`src/inc/ums_regs.svh`:
```
// register map, field positions and reset values of the modem status block
`ifndef UMS_REGS_SVH
`define UMS_REGS_SVH

// ----------------------------------------------------------------
// byte addresses
// ----------------------------------------------------------------
`define UMS_STAT_OFS 32'h5000_1018
`define UMS_SCR_OFS  32'h5000_101c
`define UMS_MCTL_OFS 32'h5000_1100
`define UMS_IST_OFS  32'h5000_1104
`define UMS_IMSK_OFS 32'h5000_1108

// ----------------------------------------------------------------
// field positions
// ----------------------------------------------------------------
`define UMS_DCD_BIT  7
`define UMS_RI_BIT   6
`define UMS_CTS_BIT  4
`define UMS_DDCD_BIT 3
`define UMS_TERI_BIT 2
`define UMS_DCTS_BIT 0
`define UMS_LOOP_BIT 4
`define UMS_USER_TWO_BIT 3
`define UMS_USER_ONE_BIT 2
`define UMS_RTS_BIT  1
`define UMS_EV_DCD   0
`define UMS_EV_RI    1
`define UMS_EV_CTS   2

// ----------------------------------------------------------------
// reset values
// ----------------------------------------------------------------
`define UMS_SCR_RST  8'h00
`define UMS_MCTL_RST 4'h0
`define UMS_EV_RST   3'h0
`define UMS_SYNC_RST 3'h7
`define UMS_PIN_RST  1'b1
`define UMS_RD_RST   16'h0000

`endif

```
`src/inc/ums_pkg.sv`:
```
// shared types of the modem status block
package ums_pkg;

  typedef logic [31:0] ums_addr_t;
  typedef logic [15:0] ums_word_t;
  typedef logic [2:0]  ums_ev_t;

  // one-hot register select
  typedef enum logic [4:0] {
    UMS_SEL_NONE = 5'h00,
    UMS_SEL_STAT = 5'h01,
    UMS_SEL_SCR  = 5'h02,
    UMS_SEL_MCTL = 5'h04,
    UMS_SEL_IST  = 5'h08,
    UMS_SEL_IMSK = 5'h10
  } ums_sel_t;

endpackage : ums_pkg

```
`src/logic/ums_modem_status.sv`:
```
// modem status, modem control mirror and scratch registers of a uart
`timescale 1ns/1ps
`include "ums_regs.svh"
// Summary of operation
// - outside loopback, status bit 7 is inverted carrier detect input
// - outside loopback, status bit 6 is inverted ring input
// - outside loopback, status bit 4 is inverted clear-to-send input
// - in loopback, carrier status bit follows control user output two
// - in loopback, ring status bit follows control user output one
// - in loopback, clear-to-send status bit follows control rts
// - carrier change sets bit 3, cleared by status read
// - in loopback, carrier change flag tracks user output two changes
// - carrier held asserted through reset sets its change flag afterwards
// - ring going inactive sets bit 2, cleared by status read
// - in loopback, ring flag set when user output one falls
// - clear-to-send change sets bit 0, cleared by status read
// - in loopback, clear-to-send flag tracks rts changes
// - clear-to-send held asserted through reset sets its flag afterwards
// - 8-bit scratch byte stores last write, affects nothing else

module ums_modem_status (
  input  wire logic               clk,                 // 200 mhz clock
  input  wire logic               rst_b,               // async reset
  input  wire ums_pkg::ums_addr_t addr,                // register byte address
  input  wire ums_pkg::ums_word_t wdata,               // write data
  input  wire logic               wr,                  // write strobe
  input  wire logic               rd,                  // read strobe
  output logic [15:0]             rdata,               // read data, cycle after rd
  input  wire logic               dcd_in_low,          // carrier detect pin
  input  wire logic               ring_in_low,         // ring indicator pin
  input  wire logic               cts_in_low,          // clear-to-send pin
  output logic                    rts_out_low,         // request-to-send pin
  output logic                    user_output_one_low, // user output one pin
  output logic                    user_output_two_low, // user output two pin
  output logic                    irq                  // level interrupt
);
  import ums_pkg::*;

  // ----------------------------------------------------------------
  // address decode
  // ----------------------------------------------------------------

  // shared by the write and read paths
  function automatic ums_sel_t ums_decode(input ums_addr_t a);
    case (a)
      `UMS_STAT_OFS: ums_decode = UMS_SEL_STAT;
      `UMS_SCR_OFS:  ums_decode = UMS_SEL_SCR;
      `UMS_MCTL_OFS: ums_decode = UMS_SEL_MCTL;
      `UMS_IST_OFS:  ums_decode = UMS_SEL_IST;
      `UMS_IMSK_OFS: ums_decode = UMS_SEL_IMSK;
      default:       ums_decode = UMS_SEL_NONE;
    endcase
  endfunction : ums_decode

  ums_sel_t   sel;
  logic       rd_stat;
  logic       rd_scr;
  logic       wr_scr;
  logic       wr_mctl;
  logic       wr_ist;
  logic       wr_imsk;

  // strobes qualified by the decoded register
  assign sel     = ums_decode(addr);
  assign rd_stat = rd && (sel == UMS_SEL_STAT);
  assign rd_scr  = rd && (sel == UMS_SEL_SCR);
  assign wr_scr  = wr && (sel == UMS_SEL_SCR);
  assign wr_mctl = wr && (sel == UMS_SEL_MCTL);
  assign wr_ist  = wr && (sel == UMS_SEL_IST);
  assign wr_imsk = wr && (sel == UMS_SEL_IMSK);

  // ----------------------------------------------------------------
  // state
  // ----------------------------------------------------------------
  logic [2:0]  sync1_r;  // {dcd, ri, cts}, active low
  logic [2:0]  sync2_r;
  logic [4:1]  mctl_r;   // loop, user two, user one, rts
  logic [7:0]  scr_r;
  ums_ev_t     prev_r;   // last seen status levels
  ums_ev_t     delta_r;  // change flags
  ums_ev_t     delta_nxt;
  ums_ev_t     ist_r;
  ums_ev_t     ist_nxt;
  ums_ev_t     imsk_r;
  logic [15:0] rdata_r;
  logic        rts_low_r;
  logic        user_one_low_r;
  logic        user_two_low_r;

  // ----------------------------------------------------------------
  // input synchroniser
  // ----------------------------------------------------------------

  // reset to inactive so a carrier or clear-to-send line held low through reset is seen as a change
  always_ff @(posedge clk or negedge rst_b) begin
    if (!rst_b) begin
      sync1_r <= `UMS_SYNC_RST;
      sync2_r <= `UMS_SYNC_RST;
    end else begin
      sync1_r <= {dcd_in_low, ring_in_low, cts_in_low};
      sync2_r <= sync1_r;
    end
  end

  // ----------------------------------------------------------------
  // current status levels, active high
  // ----------------------------------------------------------------
  logic    lb;
  ums_ev_t lvl;  // indexed by event bit

  assign lb = mctl_r[`UMS_LOOP_BIT];

  // loopback swaps the pins for the control bits
  always_comb begin
    if (lb) begin
      lvl[`UMS_EV_DCD] = mctl_r[`UMS_USER_TWO_BIT];
      lvl[`UMS_EV_RI]  = mctl_r[`UMS_USER_ONE_BIT];
      lvl[`UMS_EV_CTS] = mctl_r[`UMS_RTS_BIT];
    end else begin
      lvl[`UMS_EV_DCD] = ~sync2_r[2];
      lvl[`UMS_EV_RI]  = ~sync2_r[1];
      lvl[`UMS_EV_CTS] = ~sync2_r[0];
    end
  end

  // ----------------------------------------------------------------
  // change detection
  // ----------------------------------------------------------------
  ums_ev_t ev;

  // ring flags only the trailing edge, the others any edge
  assign ev[`UMS_EV_DCD] = lvl[`UMS_EV_DCD] ^ prev_r[`UMS_EV_DCD];
  assign ev[`UMS_EV_RI]  = prev_r[`UMS_EV_RI] & ~lvl[`UMS_EV_RI];
  assign ev[`UMS_EV_CTS] = lvl[`UMS_EV_CTS] ^ prev_r[`UMS_EV_CTS];

  // prev resets inactive: a carrier or clear-to-send line asserted through reset shows up as an edge
  always_ff @(posedge clk or negedge rst_b) begin
    if (!rst_b) begin
      prev_r <= `UMS_EV_RST;
    end else begin
      prev_r <= lvl;
    end
  end

  // ----------------------------------------------------------------
  // change flags
  // ----------------------------------------------------------------

  // set beats the read clear, so an edge in the read cycle is kept
  assign delta_nxt = (delta_r & {3{~rd_stat}}) | ev;

  always_ff @(posedge clk or negedge rst_b) begin
    if (!rst_b) begin
      delta_r <= `UMS_EV_RST;
    end else begin
      delta_r <= delta_nxt;
    end
  end

  // ----------------------------------------------------------------
  // interrupt status and mask
  // ----------------------------------------------------------------

  // write one to clear; a new event in the same cycle wins
  assign ist_nxt = (ist_r & ~({3{wr_ist}} & wdata[2:0])) | ev;

  always_ff @(posedge clk or negedge rst_b) begin
    if (!rst_b) begin
      ist_r <= `UMS_EV_RST;
    end else begin
      ist_r <= ist_nxt;
    end
  end

  always_ff @(posedge clk or negedge rst_b) begin
    if (!rst_b) begin
      imsk_r <= `UMS_EV_RST;
    end else if (wr_imsk) begin
      imsk_r <= wdata[2:0];
    end
  end

  // level output, follows the registered status and mask
  assign irq = |(ist_r & imsk_r);

  // ----------------------------------------------------------------
  // modem control and scratch
  // ----------------------------------------------------------------

  // only bits 4:1 are stored; bit 0 reads as zero
  always_ff @(posedge clk or negedge rst_b) begin
    if (!rst_b) begin
      mctl_r <= `UMS_MCTL_RST;
    end else if (wr_mctl) begin
      mctl_r <= wdata[4:1];
    end
  end

  // upper byte is not stored at all
  always_ff @(posedge clk or negedge rst_b) begin
    if (!rst_b) begin
      scr_r <= `UMS_SCR_RST;
    end else if (wr_scr) begin
      scr_r <= wdata[7:0];
    end
  end

  // ----------------------------------------------------------------
  // modem output pins
  // ----------------------------------------------------------------

  // loopback parks the pins inactive so the modem sees nothing
  always_ff @(posedge clk or negedge rst_b) begin
    if (!rst_b) begin
      rts_low_r      <= `UMS_PIN_RST;
      user_one_low_r <= `UMS_PIN_RST;
      user_two_low_r <= `UMS_PIN_RST;
    end else begin
      rts_low_r      <= lb | ~mctl_r[`UMS_RTS_BIT];
      user_one_low_r <= lb | ~mctl_r[`UMS_USER_ONE_BIT];
      user_two_low_r <= lb | ~mctl_r[`UMS_USER_TWO_BIT];
    end
  end

  assign rts_out_low         = rts_low_r;
  assign user_output_one_low = user_one_low_r;
  assign user_output_two_low = user_two_low_r;

  // ----------------------------------------------------------------
  // read path
  // ----------------------------------------------------------------
  logic [15:0] rd_mux;

  // unmapped addresses and reserved bits read zero
  always_comb begin
    rd_mux = 16'h0000;
    case (sel)
      UMS_SEL_STAT: begin
        rd_mux[`UMS_DCD_BIT]  = lvl[`UMS_EV_DCD];
        rd_mux[`UMS_RI_BIT]   = lvl[`UMS_EV_RI];
        rd_mux[`UMS_CTS_BIT]  = lvl[`UMS_EV_CTS];
        rd_mux[`UMS_DDCD_BIT] = delta_r[`UMS_EV_DCD];
        rd_mux[`UMS_TERI_BIT] = delta_r[`UMS_EV_RI];
        rd_mux[`UMS_DCTS_BIT] = delta_r[`UMS_EV_CTS];
      end
      UMS_SEL_SCR:  rd_mux[7:0] = scr_r;
      UMS_SEL_MCTL: rd_mux[4:1] = mctl_r;
      UMS_SEL_IST:  rd_mux[2:0] = ist_r;
      UMS_SEL_IMSK: rd_mux[2:0] = imsk_r;
      default:      rd_mux = 16'h0000;
    endcase
  end

  // data stands only in the cycle after the strobe
  always_ff @(posedge clk or negedge rst_b) begin
    if (!rst_b) begin
      rdata_r <= `UMS_RD_RST;
    end else if (rd) begin
      rdata_r <= rd_mux;
    end else begin
      rdata_r <= `UMS_RD_RST;
    end
  end

  assign rdata = rdata_r;
endmodule : ums_modem_status

```
`config.mk`:
```
export PLATFORM = sky130hd
export DESIGN_NAME = ums_modem_status
export DESIGN_NICKNAME = d
export VERILOG_FILES = /design/src/inc/ums_pkg.sv /design/src/logic/ums_modem_status.sv
export VERILOG_INCLUDE_DIRS = /design/src /design/src/inc
export SDC_FILE = /design/constraint.sdc
export NUM_CORES = 1
export LEC_CHECK = 0
export ABC_AREA = 1
export BUFFER_PORTS_ARGS = -buffer_cell sky130_fd_sc_hd__buf_4
export CORE_ASPECT_RATIO = 0.5
export CORE_MARGIN = 2
export CORE_UTILIZATION = 52
export DETAILED_ROUTE_END_ITERATION = 10
export PLACE_DENSITY = 0.92
export SKIP_CTS_REPAIR_TIMING = 1
export SLEW_MARGIN = 20
export SYNTH_ARGS = -nofsm -noshare
export SYNTH_HDL_FRONTEND = slang
export SYNTH_SLANG_ARGS = --single-unit
export TNS_END_PERCENT = 10
```
`constraint.sdc`:
```
create_clock -name clk -period 3.5 [get_ports clk]
set_clock_uncertainty 0.1 [all_clocks]
set_input_delay 0.7 -clock clk [delete_from_list [all_inputs] [get_ports clk]]
set_output_delay 0.7 -clock clk [all_outputs]
set_load 0.01 [all_outputs]
```
# == Yosys cells after proc, flatten, opt, wreduce, memory -nomap -nowiden ==
# Index checks and enable logic that the tools add are counted.
# word_totals
latchBits,0
wordCells,58
ram_bits,0
in_bits,55
rom_bits,0
n_memories,0
out_inout_bits,20
regBits,49
# classes
shifts,0
mux,9
n_reduce_logical,6
magnitude_cmp,0
n_eq_ne,10
div_mod_pow,0
n_mul,0
n_bitwise,21
n_addsub,0
# op_table
op,n
$eq 32x31->1 const B,5
$pmux 5 s5,1
$and 3x3->3,4
$mux 8,1
$not 1->1,8
$pmux 1 s4,2
$or 3x3->3,2
$pmux 2 s3,1
$eq 5x1->1 const B,1
$eq 5x2->1 const B,1
$eq 5x3->1 const B,1
$eq 5x4->1 const B,1
$eq 5x5->1 const B,1
$logic_and 1x1->1,5
$pmux 1 s5,1
$pmux 2 s2,1
$mux 3,1
$not 3->3,1
$or 1x1->1,3
$reduce_or 3->1,1
$xor 1x1->1,2
$and 1x1->1,1
$mux 1,1

# == Longest topological paths before layout ==
# depth
ltp_word,8
ltp_mapped,11
ltp_nobuf,11

# == Least setup slack after synthesis ==
# No wires, ideal clock.
# synth_timing
kind,input-to-reg
start,in addr[24]
end,reg scr_r[3]
setup_ps,117
t_required_ps,3283
path_stages,11
arrival_time_ps,1625
n_path_buf,1
setup_slack_ps,1658
path_cell_list,inv_1 > nand2_1 > nor2_1 > nand2_1 > nor2_4 > nand2_4 > inv_6 > nand2_4 > buf_6 > nand2_2 > o21ai_2
# synth_between
elab_chain_cells,4
elab_cells_between_ends,8
cone_classes,eq/ne: 6; mux: 1; reduce/logical: 1
# synth_lines
element,line_no,text
from (decl),ums_modem_status.sv:24,"input wire ums_pkg::ums_addr_t addr,"
$eq 32x31->1,ums_modem_status.sv:45,case (a)
$pmux 5 s5 *,ums_modem_status.sv:45,
$eq 5x2->1 *,ums_modem_status.sv:67,assign wr_scr = wr && (sel == UMS_SEL_SCR);
$logic_and 1x1->1 *,ums_modem_status.sv:67,
to (signal assigned),ums_modem_status.sv:202,scr_r <= `UMS_SCR_RST;
to (signal assigned),ums_modem_status.sv:204,scr_r <= wdata[7:0];
to (decl),ums_modem_status.sv:78,logic [7:0] scr_r;
# Mark *: on every way between the ends. The rest lies on a longest branch, timed or not.
# A chain may end at the register's enable or synchronous reset.

# == Worst setup path in the final report ==
# layout_timing
start,in addr[25]
end,reg delta_r[2]
# layout_between
elab_chain_cells,7
elab_cells_between_ends,11
cone_classes,eq/ne: 6; mux: 1; bitwise: 3; reduce/logical: 1
# layout_lines
element,line_no,text
$eq 32x31->1,ums_modem_status.sv:45,
$pmux 5 s5 *,ums_modem_status.sv:45,
$eq 5x1->1 *,ums_modem_status.sv:65,assign rd_stat = rd && (sel == UMS_SEL_STAT);
$logic_and 1x1->1 *,ums_modem_status.sv:65,
$not 1->1 *,ums_modem_status.sv:150,assign delta_nxt = (delta_r & {3{~rd_stat}}) | ev;
$and 3x3->3 *,ums_modem_status.sv:150,
$or 3x3->3 *,ums_modem_status.sv:150,
named net delta_nxt[2],ums_modem_status.sv:81,ums_ev_t delta_nxt;
to (signal assigned),ums_modem_status.sv:154,delta_r <= `UMS_EV_RST;
to (signal assigned),ums_modem_status.sv:156,delta_r <= delta_nxt;
to (decl),ums_modem_status.sv:80,ums_ev_t delta_r;
# Mark *: on every way through the listed nets, which the timed path passes. The rest lies on a longest branch.

==> results.txt <==
----------------------------------------------------
[Clock network]
  CTS H-Tree Depth ... 2
  Clock transition at the register clock pins on the worst setup and hold paths after CTS ... 0.07 ns
  CTS Buf Count ... 5
  Master cell of the clock root buffer ... clkbuf_8
  CTS tree ... done
  Maximum root-to-sink buffer count ... 2
  Clk sink count ... between 40 and 50
  Clk Latency, worst-skew pair ... 0.29 ns

[Setup path]
  Register-to-register setup slack ... 2.08 ns
  Launch point of the worst reg-to-reg path ... mctl_r[4]
  Worst flop-to-flop path endpoint ... delta_r[2]
  Critical Path RT ... around 3.6 ns
  Element type at the critical path end ... flop
  Capturing element of the worst setup path ... delta_r[2]
  Sort of element at the start of the critical path ... input pin
  Worst Reg-to-Reg Cells ... 3
  Crit path kind ... input pin to flop
  Peak fanout along the critical path ... 19
  Startpoint of the worst setup timing path ... addr[25]
  Arr. time, crit path ... ~2.1 ns

[STA]
  Post-layout min period ... ~2 ns
  F_max ... 494 MHz
  Portion of the clock cycle consumed by the worst path in the final layout ... 57.9%
  Endpoints failing setup ... 0
  Final count of pins violating max slew ... 0
  Final-report hold violation count ... 0
  Setup repair after global routing missed its margin ... no
  Setup tns final ... 0 ns

[Synthesis]
  Number of synthesized flops with an enable pin ... 0
  Top post-synthesis cells by count ... nand2_1, inv_1, dfrtp_1
  Post-synth cell types ... 21
  Most area-hungry cell type in the Yosys netlist ... dfrtp_1
  Post-synthesis cell count ... 244
  Async SR Flop Fraction ... 100%
  Cell with the most instances after synthesis ... nand2_1
  Sequential cell area fraction in the yosys report ... 52.3%
  Leading register cell type out of synthesis ... dfrtp_1
  Total of flip-flops plus latches after synthesis ... 41
  Portion of synthesized cell area occupied by the leading cell type ... 40.4%
  Synthesized area ... 0.00198 sq mm
  Count of warnings emitted by yosys ... 0
  Mean post-synth cell area ... slightly above 8 sq um
  Largest cells by area after synthesis ... dfrtp_1, nand2_1, dfstp_2

[Die]
  Total core area ... about 0.0035 sq mm
  Row count ... 15
  Effective utilization at floorplan ... 55.9%
  Die height ... 47.7 um
  Boundary pin count ... 75
  Area of the die ... 0.00436 sq mm
  Horizontal die dimension ... between 90 and 100 um

[Drt]
  Number of search-and-repair iterations in the first detailed-routing pass ... 4
  WL/cell ... 11.7 um
  Detailed-route DRC error count ... 0
  Average via count per standard cell ... 4.83
  Routed Wire Length ... 4190 um
  Count of antenna-violating nets left after detailed routing ... 0
  Routed vias ... 1,723
  DRC marker count from the first detailed-route iteration ... 102

[Global route]
  Residual overflow from global routing ... 0
  Global-route wire length before repair ... around 6600 um
  Antenna violations before repair ... 0
  Global-route usage over all layers ... 19.9%
  Maximum number of pins on one net before global-route repair ... 42
  Number of global-route vias before repair ... 1,511

[Status]
  Outcome ... complete, no violations

[Power and ir drop]
  Pwr per Cell Area ... between 300 and 400 mW/mm^2
  Total leakage power ... around 1.3 nW
  Power Total ... 0.000896 W
  Worst IR Drop VDD ... 0.288 mV

[Place]
  Last weighted congestion value of the routability-driven placer ... 0.845
  I/O Buffers ... 58
  Post-DP HPWL ... roughly 3100 um

[Layout]
  P&R area growth vs syn ... 27.2%
  Multi-input combinational cell area ... 754 sq um
  Antenna diode count ... 0
  Fraction of layout instances using a drive strength above 1 ... 29.1%
  # fillers ... 270
  Register Area ... about 0.0010 sq mm
  Final #Nets ... 360

[Hold path]
  Worst min path class ... input pin to asynchronous set/reset pin

[Job]
  Max capacitance violation total ... 0

----------------------------------------------------
cells in the final DEF, fill, tap and decap left out:
cell type	synthesis	layout
inv_1	33	33
dfrtp_1	32	32
clkbuf_8	0	7
buf_4	8	58
o21ai_1	1	1
nand4_1	1	1
nand3_1	25	25
nor3b_1	1	1
nand2_2	2	2
o21ai_2	5	5
nor2_4	2	2
conb_1	1	8
clkinv_2	0	1
inv_6	1	1
nor2_1	27	27
o21ai_0	17	17
nand2_4	2	2
xnor2_1	2	2
dfstp_2	9	9
nand2_1	70	70
nor2_2	2	2
metrics by stage:
| stage | hold slack, ns | setup slack (ns) | area, sq um | utilization (%) | std cells |
|---|---|---|---|---|---|
| 2_1_floorplan | 0.245 | 1.66 | 2010 | - | 251 |
| 3_3_place_gp | 0.246 | 1.25 | 2420 | 68.3 | 349 |
| 3_5_place_dp | 0.248 | 1.20 | 2420 | 68.3 | 349 |
| 4_1_cts | 0.260 | 1.51 | 2520 | 71.2 | 357 |
| 5_1_grt | 0.262 | 1.28 | 2520 | 71.2 | 357 |
| 6_report | 0.259 | 1.48 | 2520 | 71.2 | 357 |
cell families (layout without fill, tap and decap cells):
logic type             Yosys count  in the layout  share of synthesized area (%)
AND/OR/NAND/NOR                132            132                           28.9
buffers and inverters           45            100                           11.0
flip-flops                      41             41                           52.3
AO/OA/AOI/OAI                   23             23                           6.75
XOR/XNOR                         2              2                          0.883
other                            1              8                          0.189
per-layer routing:
layer	vias up	track usage, %	routed length, um
li1	858	-	-
met1	786	24.5	1760
met2	72	35.4	2050
met3	7	5.20	318
met4	0	8.48	64
met5	-	0	0
cell type report:
class / instances / area share [%]
Sequential cell: 41 / 41.1
Multi-Input combinational cell: 165 / 29.9
Timing Repair Buffer: 58 / 17.2
Inverter: 34 / 5.25
Clock buffer: 7 / 3.82
Tap cell: 51 / 2.53
Clock inverter: 1 / 0.198
sequential cells by signal, summed over array words and instances (netlist names):
register             count
rdata                    8
scr_r                    8
mctl_r                   4
delta_r                  3
imsk_r                   3
ist_r                    3
prev_r                   3
sync1_r                  3
sync2_r                  3
rts_out_low              1
user_output_one_low      1
user_output_two_low      1
worst min path at each step:
stage / cells past startpoint / from / to
CTS: 0 / sync1_r[1] / sync2_r[1]
finish: 1 / rst_b / mctl_r[2]
global route: 0 / sync1_r[1] / sync2_r[1]
floorplan: 0 / sync1_r[0] / sync2_r[0]
detailed placement: 0 / sync1_r[0] / sync2_r[0]
global placement: 0 / sync1_r[2] / sync2_r[2]
worst max-delay path, stage by stage:
cell,delay [ns]
buf_4,0.11
inv_1,0.05
nand2_1,0.04
nor2_1,0.10
nand2_1,0.09
nor2_4,0.39
nand2_1,0.21
nor2_1,0.27
o21ai_0,0.13
where the power goes:
| part | switching (W) | total, W | internal [W] | leakage, nW |
|---|---|---|---|---|
| clock network | 0.000156 | 0.000334 | 0.000178 | 0.0542 |
| logic | 0.0000391 | 0.0000792 | 0.0000401 | 0.771 |
| registers | 0.00000153 | 0.000483 | 0.000482 | 0.504 |
No activity file was read; power rests on OpenSTA's default activity.
